**config.mk**
```make
export PLATFORM = sky130hd
export DESIGN_NAME = pps_regs
export DESIGN_NICKNAME = d
export VERILOG_FILES = /design/src/design/pps_pkg.sv /design/src/design/pps_regs.sv
export SDC_FILE = /design/constraint.sdc
export NUM_CORES = 1
export LEC_CHECK = 0
export BUFFER_PORTS_ARGS = -buffer_cell sky130_fd_sc_hd__buf_4
export CORE_ASPECT_RATIO = 0.5
export CORE_MARGIN = 10
export CORE_UTILIZATION = 46
export DETAILED_ROUTE_END_ITERATION = 8
export GPL_ROUTABILITY_DRIVEN = 0
export MAX_ROUTING_LAYER = met4
export PLACE_DENSITY = 0.85
export SETUP_SLACK_MARGIN = 0.3
export SYNTH_ARGS = -nofsm -noshare
export SYNTH_HDL_FRONTEND = slang
export SYNTH_SLANG_ARGS = --single-unit
```
**constraint.sdc**
```tcl
create_clock -name i_clk -period 5.46 [get_ports i_clk]
set_clock_uncertainty 0.1 [all_clocks]
set_input_delay 0.819 -clock i_clk [delete_from_list [all_inputs] [get_ports i_clk]]
set_output_delay 0.819 -clock i_clk [all_outputs]
set_load 0.02 [all_outputs]
```
**src/design/pps_pkg.sv**
```systemverilog
package pps_pkg;

   localparam int unsigned IDX_W = 12;

   // register offsets are not word aligned: keep them as indices, byte address = 4 * index
   localparam logic [IDX_W-1:0] IDX_CTRL = 12'h096;
   localparam logic [IDX_W-1:0] IDX_STAT = 12'h098;
   localparam logic [IDX_W-1:0] IDX_RSVD = 12'h09A;
   localparam int unsigned      ADDR_W   = IDX_W + 2;

   localparam logic [ADDR_W-1:0] ADDR_CTRL = {IDX_CTRL, 2'h0};
   localparam logic [ADDR_W-1:0] ADDR_STAT = {IDX_STAT, 2'h0};
   localparam logic [ADDR_W-1:0] ADDR_RSVD = {IDX_RSVD, 2'h0};

   localparam int unsigned ADV_W = 5;

   typedef struct packed {
      logic             rsvd;
      logic             tx_off;
      logic             an_restart;
      logic             fef_off;
      logic             power_down;
      logic             auto_mdix_off;
      logic             force_mdix;
      logic             far_loop;
      logic             an_en;
      logic             force_100;
      logic             force_full;
      logic [ADV_W-1:0] adv;
   } pps_ctrl_t;

   localparam pps_ctrl_t CTRL_RST = 16'h00FF;

   typedef struct packed {
      logic             xover_alg;
      logic             rsvd;
      logic             pol_rev;
      logic             tx_fc;
      logic             rx_fc;
      logic             speed_100;
      logic             full_dup;
      logic             far_fault;
      logic             mdix;
      logic             an_done;
      logic             link_good;
      logic [ADV_W-1:0] partner;
   } pps_stat_t;

   localparam logic XOVER_ALG_RST = 1'h1;

   // raw indications from the port's PHY, not on this clock
   typedef struct packed {
      logic             fiber;
      logic             pol_rev;
      logic             tx_fc;
      logic             rx_fc;
      logic             speed_100;
      logic             full_dup;
      logic             far_fault;
      logic             mdix;
      logic             an_done;
      logic             link_good;
      logic [ADV_W-1:0] partner;
   } pps_phy_in_t;

   // effective settings steering the PHY
   typedef struct packed {
      logic             tx_off;
      logic             an_restart;
      logic             fef_detect;
      logic             power_down;
      logic             auto_mdix;
      logic             force_mdix;
      logic             far_loop;
      logic             an_en;
      logic             force_100;
      logic             force_full;
      logic             xover_std;
      logic [ADV_W-1:0] adv;
   } pps_phy_out_t;

   // management register select for the alias path
   localparam logic [1:0] MSEL_BCTRL = 2'h0;
   localparam logic [1:0] MSEL_ADV   = 2'h1;

   // bit positions in the basic control view
   localparam int unsigned MB_TXOFF = 1;
   localparam int unsigned MB_FEF   = 2;
   localparam int unsigned MB_AMDIX = 3;
   localparam int unsigned MB_FMDIX = 4;
   localparam int unsigned MB_XALG  = 5;
   localparam int unsigned MB_DUP   = 8;
   localparam int unsigned MB_RST   = 9;
   localparam int unsigned MB_PD    = 11;
   localparam int unsigned MB_ANEN  = 12;
   localparam int unsigned MB_SPD   = 13;
   localparam int unsigned MB_LOOP  = 14;
   // advertise view: pause at 10, abilities from 8 down to 5
   localparam int unsigned MA_PAUSE = 10;
   localparam int unsigned MA_ABIL  = 5;

endpackage : pps_pkg

```
**src/design/pps_regs.sv**
```systemverilog
`timescale 1ns/1ps
// Contract
// - transmit-disable bit 14 turns the port transmitter off while set.
// - writing one to bit 13 restarts auto-negotiation; the bit clears itself.
// - bit 12 disables far-end-fault detection, only meaningful in fiber mode.
// - bit 11 powers the PHY down, register contents unchanged.
// - bit 10 disables auto crossover; bit 9 forces MDI-X only when disabled.
// - bit 8 loops port 1 receive through port 2 PMD/PMA back out.
// - bit 7 (default one) enables auto-negotiation; else bits 6:5 decide.
// - with auto-negotiation off, bit 6 forces 100 (one) or 10 (zero).
// - bit 5 forces full/half when forced; failed auto-negotiation runs half.
// - bits 4:0 default one, advertise pause and four abilities; zero suppresses.
// - status bit 15 writable, default one, selects standard crossover algorithm.
// - status bit 13 reads one when receive polarity is reversed.
// - status bits 12 and 11 show transmit and receive flow control active.
// - status bit 10 shows speed 100; bit 9 shows full duplex.
// - status bit 8 set on far-end fault in fiber mode.
// - status bit 7 shows crossover state, one for MDI-X.
// - status bit 6 auto-negotiation done; bit 5 link good.
// - status bits 4:0 reflect link partner advertised abilities.
// - the word after the status register is reserved with no function.
module pps_regs
   import pps_pkg::*;
(
   input  wire logic                      i_clk,
   input  wire logic                      i_rst,
   input  wire logic [pps_pkg::ADDR_W-1:0] i_avs_address,
   input  wire logic                      i_avs_read,
   input  wire logic                      i_avs_write,
   input  wire logic [31:0]               i_avs_writedata,
   input  wire logic [3:0]                i_avs_byteenable,
   output logic      [31:0]               o_avs_readdata,
   output logic                           o_avs_waitrequest,
   input  wire logic                      i_mgmt_write,
   input  wire logic [1:0]                i_mgmt_sel,
   input  wire logic [15:0]               i_mgmt_wdata,
   output logic      [15:0]               o_mgmt_basic_control,
   output logic      [15:0]               o_mgmt_advertise,
   input  wire pps_pkg::pps_phy_in_t      i_phy,
   output pps_pkg::pps_phy_out_t          o_phy
);
   import pps_pkg::*;

   pps_ctrl_t   ctrl_r;
   pps_ctrl_t   ctrl_nxt;
   logic        xalg_r;
   logic        xalg_nxt;
   logic        ack_r;
   logic [31:0] rdata_r;
   pps_phy_in_t phy_meta_r;
   pps_phy_in_t phy_sync_r;
   pps_stat_t   stat;
   logic        bus_req;
   logic        bus_wr;
   logic        hit_ctrl;
   logic        hit_stat;
   logic        res_100;
   logic        res_full;

   // merge written bytes into a 16-bit register image
   function automatic logic [15:0] merge16(input logic [15:0] old,
                                           input logic [31:0] wd,
                                           input logic [3:0]  be);
      logic [15:0] v;
      v = old;
      if (be[0])
      begin
         v[7:0] = wd[7:0];
      end
      if (be[1])
      begin
         v[15:8] = wd[15:8];
      end
      return v;
   endfunction : merge16

   // management basic control view built from the shared storage
   function automatic logic [15:0] bctrl_view(input pps_ctrl_t c, input logic xa);
      logic [15:0] v;
      v           = 16'h0000;
      v[MB_TXOFF] = c.tx_off;
      v[MB_FEF]   = c.fef_off;
      v[MB_AMDIX] = c.auto_mdix_off;
      v[MB_FMDIX] = c.force_mdix;
      v[MB_XALG]  = xa;
      v[MB_DUP]   = c.force_full;
      v[MB_RST]   = c.an_restart;
      v[MB_PD]    = c.power_down;
      v[MB_ANEN]  = c.an_en;
      v[MB_SPD]   = c.force_100;
      v[MB_LOOP]  = c.far_loop;
      return v;
   endfunction : bctrl_view

   // pause plus the four abilities, pause on top
   function automatic logic [15:0] adv_view(input logic [ADV_W-1:0] a);
      logic [15:0] v;
      v                               = 16'h0000;
      v[MA_PAUSE]                     = a[ADV_W-1];
      v[MA_ABIL +: (ADV_W-1)]         = a[ADV_W-2:0];
      return v;
   endfunction : adv_view

   assign bus_req  = i_avs_read | i_avs_write;
   // a write lands only on the accept edge, never while waitrequest is high
   assign bus_wr   = i_avs_write & ack_r;
   assign hit_ctrl = (i_avs_address == ADDR_CTRL);
   assign hit_stat = (i_avs_address == ADDR_STAT);

   // one wait state: request is taken on the edge where ack_r is high
   assign o_avs_waitrequest = bus_req & ~ack_r;
   assign o_avs_readdata    = rdata_r;

   always_ff @(posedge i_clk or posedge i_rst)
   begin
      if (i_rst)
      begin
         ack_r <= 1'h0;
      end
      else
      begin
         ack_r <= bus_req & ~ack_r;
      end
   end

   // PHY indications are asynchronous: two flops before use
   always_ff @(posedge i_clk or posedge i_rst)
   begin
      if (i_rst)
      begin
         phy_meta_r <= '0;
         phy_sync_r <= '0;
      end
      else
      begin
         phy_meta_r <= i_phy;
         phy_sync_r <= phy_meta_r;
      end
   end

   // next value of the shared control storage; bus write on its accept edge
   always_comb
   begin
      ctrl_nxt            = ctrl_r;
      xalg_nxt            = xalg_r;
      ctrl_nxt.an_restart = 1'h0;
      if (i_mgmt_write && (i_mgmt_sel == MSEL_BCTRL))
      begin
         ctrl_nxt.tx_off        = i_mgmt_wdata[MB_TXOFF];
         ctrl_nxt.fef_off       = i_mgmt_wdata[MB_FEF];
         ctrl_nxt.auto_mdix_off = i_mgmt_wdata[MB_AMDIX];
         ctrl_nxt.force_mdix    = i_mgmt_wdata[MB_FMDIX];
         ctrl_nxt.force_full    = i_mgmt_wdata[MB_DUP];
         ctrl_nxt.an_restart    = i_mgmt_wdata[MB_RST];
         ctrl_nxt.power_down    = i_mgmt_wdata[MB_PD];
         ctrl_nxt.an_en         = i_mgmt_wdata[MB_ANEN];
         ctrl_nxt.force_100     = i_mgmt_wdata[MB_SPD];
         ctrl_nxt.far_loop      = i_mgmt_wdata[MB_LOOP];
         xalg_nxt               = i_mgmt_wdata[MB_XALG];
      end
      else if (i_mgmt_write && (i_mgmt_sel == MSEL_ADV))
      begin
         ctrl_nxt.adv = {i_mgmt_wdata[MA_PAUSE],
                         i_mgmt_wdata[MA_ABIL +: (ADV_W-1)]};
      end
      // bus write lands last so it wins a same-cycle collision
      if (bus_wr && hit_ctrl)
      begin
         ctrl_nxt      = pps_ctrl_t'(merge16(ctrl_r, i_avs_writedata, i_avs_byteenable));
         ctrl_nxt.rsvd = ctrl_r.rsvd;
         if (!i_avs_byteenable[1])
         begin
            ctrl_nxt.an_restart = 1'h0;
         end
      end
      if (bus_wr && hit_stat && i_avs_byteenable[1])
      begin
         xalg_nxt = i_avs_writedata[$bits(pps_stat_t)-1];
      end
   end

   always_ff @(posedge i_clk or posedge i_rst)
   begin
      if (i_rst)
      begin
         ctrl_r <= CTRL_RST;
      end
      else
      begin
         ctrl_r <= ctrl_nxt;
      end
   end

   always_ff @(posedge i_clk or posedge i_rst)
   begin
      if (i_rst)
      begin
         xalg_r <= XOVER_ALG_RST;
      end
      else
      begin
         xalg_r <= xalg_nxt;
      end
   end

   // both views read the one storage
   assign o_mgmt_basic_control = bctrl_view(ctrl_r, xalg_r);
   assign o_mgmt_advertise     = adv_view(ctrl_r.adv);

   // resolved mode: forced when auto-negotiation is off, half if it failed
   assign res_100  = ctrl_r.an_en ? phy_sync_r.speed_100 : ctrl_r.force_100;
   assign res_full = ctrl_r.an_en ? (phy_sync_r.an_done & phy_sync_r.full_dup)
                                  : ctrl_r.force_full;

   always_comb
   begin
      stat           = '0;
      stat.xover_alg = xalg_r;
      stat.pol_rev   = phy_sync_r.pol_rev;
      stat.tx_fc     = phy_sync_r.tx_fc;
      stat.rx_fc     = phy_sync_r.rx_fc;
      stat.speed_100 = res_100;
      stat.full_dup  = res_full;
      stat.far_fault = phy_sync_r.fiber & phy_sync_r.far_fault & ~ctrl_r.fef_off;
      stat.mdix      = phy_sync_r.mdix;
      stat.an_done   = phy_sync_r.an_done & ctrl_r.an_en;
      stat.link_good = phy_sync_r.link_good;
      stat.partner   = phy_sync_r.partner;
   end

   // read data registered on the edge that ends the wait state, one edge before the accept edge; reserved and unmapped read zero
   always_ff @(posedge i_clk or posedge i_rst)
   begin
      if (i_rst)
      begin
         rdata_r <= 32'h00000000;
      end
      else if (i_avs_read && !ack_r)
      begin
         if (hit_ctrl)
         begin
            rdata_r <= {16'h0000, ctrl_r};
         end
         else if (hit_stat)
         begin
            rdata_r <= {16'h0000, stat};
         end
         else
         begin
            rdata_r <= 32'h00000000;
         end
      end
   end

   // drive the PHY
   always_comb
   begin
      o_phy            = '0;
      o_phy.tx_off     = ctrl_r.tx_off;
      o_phy.an_restart = ctrl_r.an_restart;
      // detection only exists on the fiber path
      o_phy.fef_detect = phy_sync_r.fiber & ~ctrl_r.fef_off;
      o_phy.power_down = ctrl_r.power_down;
      o_phy.auto_mdix  = ~ctrl_r.auto_mdix_off;
      o_phy.force_mdix = ctrl_r.auto_mdix_off & ctrl_r.force_mdix;
      o_phy.far_loop   = ctrl_r.far_loop;
      o_phy.an_en      = ctrl_r.an_en;
      o_phy.force_100  = ctrl_r.force_100;
      o_phy.force_full = ctrl_r.force_full;
      o_phy.xover_std  = xalg_r;
      o_phy.adv        = ctrl_r.adv;
   end

endmodule : pps_regs

```
# ---- Yosys cells after proc, flatten, opt, wreduce, memory -nomap -nowiden
# Index checks and enable logic that the tools add are counted.
dict set report totals {
  ff_bits 79
  inputBits 88
}
dict set report classes {
  eq_ne 6
  mux 13
  bitwise 12
  n_reduce_logical 14
}
# operator count
set ops {}
lappend ops {{two-way mux 16 bit} 2}
lappend ops {{equality test 14 x 10 -> 1 bit (second input constant)} 2}
lappend ops {{two-way mux 15 bit} 1}
lappend ops {{two-way mux 10 bit} 1}
lappend ops {{two-way mux 5 bit} 2}
lappend ops {{AND 1 bit} 8}
lappend ops {{two-way mux 8 bit} 1}
lappend ops {{two-way mux 7 bit} 1}
lappend ops {{logical AND 1 bit} 6}
lappend ops {{nonzero test 2 bit} 3}
lappend ops {{two-way mux 1 bit} 5}
lappend ops {{inequality test 2 bit (second input constant)} 2}
lappend ops {{AND reduction 2 bit} 2}
lappend ops {{inverter 1 bit} 3}
lappend ops {{AND reduction 3 bit} 1}
lappend ops {{equality test 2 x 1 -> 1 bit (second input constant)} 1}
lappend ops {{logical NOT 2 bit} 1}
lappend ops {{inequality test 2 x 1 -> 1 bit (second input constant)} 1}
lappend ops {{logical NOT 1 bit} 1}
lappend ops {{OR 1 bit} 1}

# ---- Depth between registers and ports, before layout
dict set report logic_depth {
  ltp_word 5
  mapped_depth 6
}

# ---- Least setup slack after synthesis
# Ideal clock, no wire load.
dict set report synth_timing {
  path_kind {input to register}
  start {in i_avs_address[11] in the netlist's numbering}
  end {reg ctrl_r, in the netlist o_mgmt_basic_control[11]}
  setup_time_ps 118
  arrival_ps 2525
  t_required_ps 5242
  setup_slack_ps 2717
  cell_stages 6
  path_buffers 1
  path_cell_list {or4_4 -> or4_4 -> o21a_1 -> buf_6 -> a22o_1 -> a21o_1}
}
dict set report synth_between {
  elab_chain_len 4
}
# item line
set synth_lines {}
lappend synth_lines {{start: declaration} pps_regs.sv:27} ;# input wire logic [pps_pkg::ADDR_W-1:0] i_avs_address,
lappend synth_lines {{equality test 14 x 10 -> 1 bit *} pps_regs.sv:107} ;# assign hit_ctrl = (i_avs_address == ADDR_CTRL);
lappend synth_lines {{logical AND 1 bit *} pps_regs.sv:167} ;# if (bus_wr && hit_ctrl)
lappend synth_lines {{inequality test 2 bit (no source line) / nonzero test 2 bit (equally long branches)} n/a}
lappend synth_lines {{AND reduction 2 bit (no source line)} n/a}
lappend synth_lines {{end signal: assignment} pps_regs.sv:190} ;# ctrl_r <= ctrl_nxt;
lappend synth_lines {{end: declaration} pps_regs.sv:44} ;# pps_ctrl_t ctrl_r;
# Mark *: on every way between the ends. The rest lies on a longest branch, timed or not.
# A chain may end at the register's enable or synchronous reset.

# ---- Worst setup path after layout
dict set report layout_timing {
  start {in i_avs_address[11] in the netlist's numbering}
  end {reg ctrl_r, in the netlist o_mgmt_basic_control[4]}
}
# The elaborated chain is that of the path after synthesis.

==> metrics.log <==
[metrics] run status: complete, no violations
[metrics] area of the die: 9590 µm²
[metrics] cell area after synthesis: 2720 µm²
[metrics] Synth cell types: 37
[metrics] count of inserted antenna diode cells: 0
[metrics] reported max-cap violation count: 0
[metrics] summed area of non-filler cells in the final layout: 3750 µm²
[metrics] antenna violations before repair: 0
[metrics] Final Slew Violations: 0
[metrics] worst hold slack after final layout: 245 ps
[metrics] via/cell ratio: 5.28
[metrics] count of antenna-violating nets left after detailed routing: 0
[metrics] internal power of the cells: 1.05 mW
[metrics] number of optimization iterations in the first detailed-route pass: 4
[metrics] combined flip-flop and latch cell area: 1590 µm²
[metrics] clock network latency to the later pin of the worst-skew pair: 330 ps
[metrics] Gate power share: 20.6%
[metrics] clock slew seen by the registers of the worst setup and hold paths: 50 ps
[metrics] Clock Path Buffers: 2
[metrics] die extent in x: 129 µm
[metrics] worst-path cell chain: buf_4 -> or4_4 -> or4_4 -> o21a_1 -> nor2_1 -> a21o_1
[metrics] core area: 5610 µm²
[metrics] worst flop-to-flop path startpoint: ack_r
[metrics] final period demand of the worst path: 2810 ps
[metrics] num rows: 19
[metrics] NetSw: 0.421 mW
[metrics] part of the power in registers: 38.9%
[metrics] number of setup buffers added after CTS: 0
[metrics] CTS tree: yes
[metrics] worst path required time: 5620 ps
[metrics] Top-Level Pins: 169
[metrics] Seq cells post-synth: 63
[metrics] kind of end point of the critical path: flop
[metrics] count of final setup violators: 0
[metrics] syn_area_per_cell: 11.6 µm²
[metrics] final setup margin: 2650 ps
[metrics] Hold Crit Start: phy_meta_r[0]
[metrics] fillcell total: 417
[metrics] reg2reg setup slack: 3570 ps
[metrics] Layout Nets: 428
[metrics] data arrival time at the worst-slack endpoint: 2970 ps
[metrics] maximum fanout count along the critical path: 13
[metrics] wire length of the first global-routing pass: 12700 µm
[metrics] pin count of the biggest net entering global routing: 64
[metrics] period utilisation layout: 51.4%
[metrics] LEAKAGE: 1.80 nW
[metrics] post-synthesis cell count: 234
[metrics] Final Hold Viols: 0
[metrics] worst IR drop on VDD: 238 µV
[metrics] minimum setup slack after placement: 2340 ps
[metrics] Crit path largest cell delay: 580 ps
[metrics] ratio of cells with drive above 1 in the final layout: 44.2%
[metrics] GR Overflow Total: 0
[metrics] highest-delay cell along the critical path: sky130_fd_sc_hd__or4_4
[metrics] Worst Reg2Reg Path Length in Cells: 3
[metrics] worst rel slew slack: 17.7%
[metrics] total number of yosys warnings: 0
[metrics] FF-to-FF End: o_avs_readdata[3]
[metrics] category of cells accounting for the largest share of critical-path delay: simple AND/OR/NAND/NOR gates
[metrics] Clk network pwr share: 40.6%
[metrics] placement-stage cell area: 3440 µm²
[metrics] overall fraction of global-route tracks in use: 17.8%
[metrics] Hold Crit Endpoint: phy_sync_r[0]
[metrics] Min-Delay Path Class: flop to flop
[metrics] clk sink count: 63
[metrics] number of buffers inserted by hold repair at cts: 0
[metrics] PD cells: 393 nW/µm²
[metrics] Worst-Margin Slew: 1230 ps
[metrics] total via count in the routed design: 2203
[metrics] # H-tree levels: 3
[metrics] Iter 0 DRT Violations: 179
[metrics] hold path cells: 0
[metrics] multi-input gate area in the final layout: 845 µm²
[metrics] vertical die dimension: 74.4 µm
[metrics] proportion of total power due to net switching: 28.6%
[metrics] type of the worst setup path: input port to flop
[metrics] DR DRC count: 0
[metrics] Post-DP HPWL: 6120 µm
[metrics] most used cell along the critical path: sky130_fd_sc_hd__or4_4
[metrics] setup repair after global routing missed its margin: no
[metrics] final routed wire length divided by cell count: 20.7 µm
[metrics] synthesis-to-finish area growth: 37.6%
[metrics] register area share after synthesis: 58.3%
[metrics] effective utilization at floorplan: 48.6%
[metrics] Peak Freq: 356 MHz
[metrics] combined buffer and inverter count along the critical path: 1
[metrics] total CTS buffers: 9
[metrics] setup TNS: 0 ps
[metrics] critical path launch point type: input port
[metrics] vias in the first global route: 2406
[metrics] count of cells resized by post-cts repair: 0
[metrics] CTS root buffer: sky130_fd_sc_hd__clkbuf_16
[metrics] total detailed-routing wirelength: 8610 µm
[metrics] count of buffers from port buffering: 116
-- how the worst max path moves through the flow --
stage,startpoint,end,cells past startpoint
floorplan,i_avs_address[11],o_mgmt_basic_control[11],6
global placement,i_avs_address[11],o_mgmt_basic_control[11],6
detailed placement,i_avs_address[11],o_mgmt_basic_control[2],6
CTS,i_avs_address[11],o_mgmt_basic_control[11],6
global route,i_avs_address[11],o_mgmt_basic_control[11],6
finish,i_avs_address[11],o_mgmt_basic_control[4],6
-- cell usage in the layout (no fill, tap or decap), drive strengths merged, types with 4 or more instances in the layout --
| master | count |
|---|---|
| nor2 | 20 |
| nand2b | 5 |
| dfstp | 9 |
| a22o | 6 |
| a21oi | 15 |
| clkbuf | 10 |
| o22a | 5 |
| conb | 32 |
| dfrtp | 54 |
| inv | 7 |
| a22oi | 13 |
| o21a | 6 |
| a21o | 5 |
| nand3 | 4 |
| buf | 118 |
-- synth_stat cells (all sizes together) --
library cell / count / share of area (%)
buf: 48 / 13
a21o: 5 / 1.4
o2111ai: 1 / 0.55
or4: 3 / 1.1
nand2: 2 / 0.28
mux2i: 1 / 0.37
nor4: 2 / 0.69
o21ai: 3 / 0.55
nor3b: 1 / 0.28
nand3: 4 / 0.73
nor2: 20 / 2.8
o221a: 3 / 1.2
mux2: 1 / 0.41
dfrtp: 54 / 50
nor2b: 2 / 0.46
conb: 1 / 0.14
nand3b: 1 / 0.28
a32oi: 2 / 0.64
or3b: 1 / 0.32
o21a: 6 / 1.7
a22o: 6 / 1.9
dfstp: 9 / 8.7
clkbuf: 6 / 0.83
o31ai: 1 / 0.28
nor3: 1 / 0.18
a21oi: 15 / 2.8
a22oi: 13 / 3.6
nand2b: 5 / 1.1
inv: 7 / 0.96
nand4bb: 1 / 0.41
or3: 3 / 0.69
o22a: 5 / 1.6
and2: 1 / 0.23
-- per-layer routing --
layer  up-vias  wire length [µm]  track usage (%)
met5         -                 0                -
met4         0               297             10.4
met3        25               749             5.60
met2       130              4710             33.1
met1      1088              2860             16.1
li1        960                 -                -
-- power groups by stage --
stage	clock (mW)	sequential [mW]	combinational, mW
after floorplan	0	0.608	0.147
after global placement	0	0.572	0.293
after detailed placement	0	0.576	0.299
after CTS	0.603	0.571	0.304
after global routing	0.620	0.578	0.319
final	0.598	0.573	0.303
-- sequential cells by signal, summed over array words and instances (netlist names) --
name,flops
o_mgmt_basic_control,10
xalg_r,1
phy_sync_r,15
o_avs_readdata,16
ack_r,1
o_mgmt_advertise,5
phy_meta_r,15
-- worst register-to-register path, stage by stage (launching register included) --
cell,delay (ps)
sky130_fd_sc_hd__dfrtp_1,420
sky130_fd_sc_hd__nor2b_2,960
sky130_fd_sc_hd__nor2_1,140
sky130_fd_sc_hd__a21oi_1,200
-- area by class of cell --
cell class	instances	area share (%)
flip-flops and latches	63	42.4
well taps	73	2.44
multi-input cells	141	22.5
clock inverters	5	2.24
repair buffers	118	23.6
clock buffers	10	6.11
inverters	7	0.701
-- cells by family (layout without fill, tap and decap cells) --
group	Yosys count	in the layout	synth area share (%)
AOI/OAI and AO/OA	60	60	16.2
buffers and inverters	61	140	15.1
DFF	63	63	58.3
muxes	2	2	0.781
other	1	32	0.138
and+or+nand+nor	47	47	9.55
-- stage by stage --
stage               std cells  utilization [%]  power (mW)
floorplan                 265                -       0.755
global placement          402             61.2       0.865
detailed placement        402             61.2       0.875
CTS                       417             66.8        1.48
global route              417             66.8        1.52
finish                    417             66.8        1.47
Power figures use the tool's default switching activity.
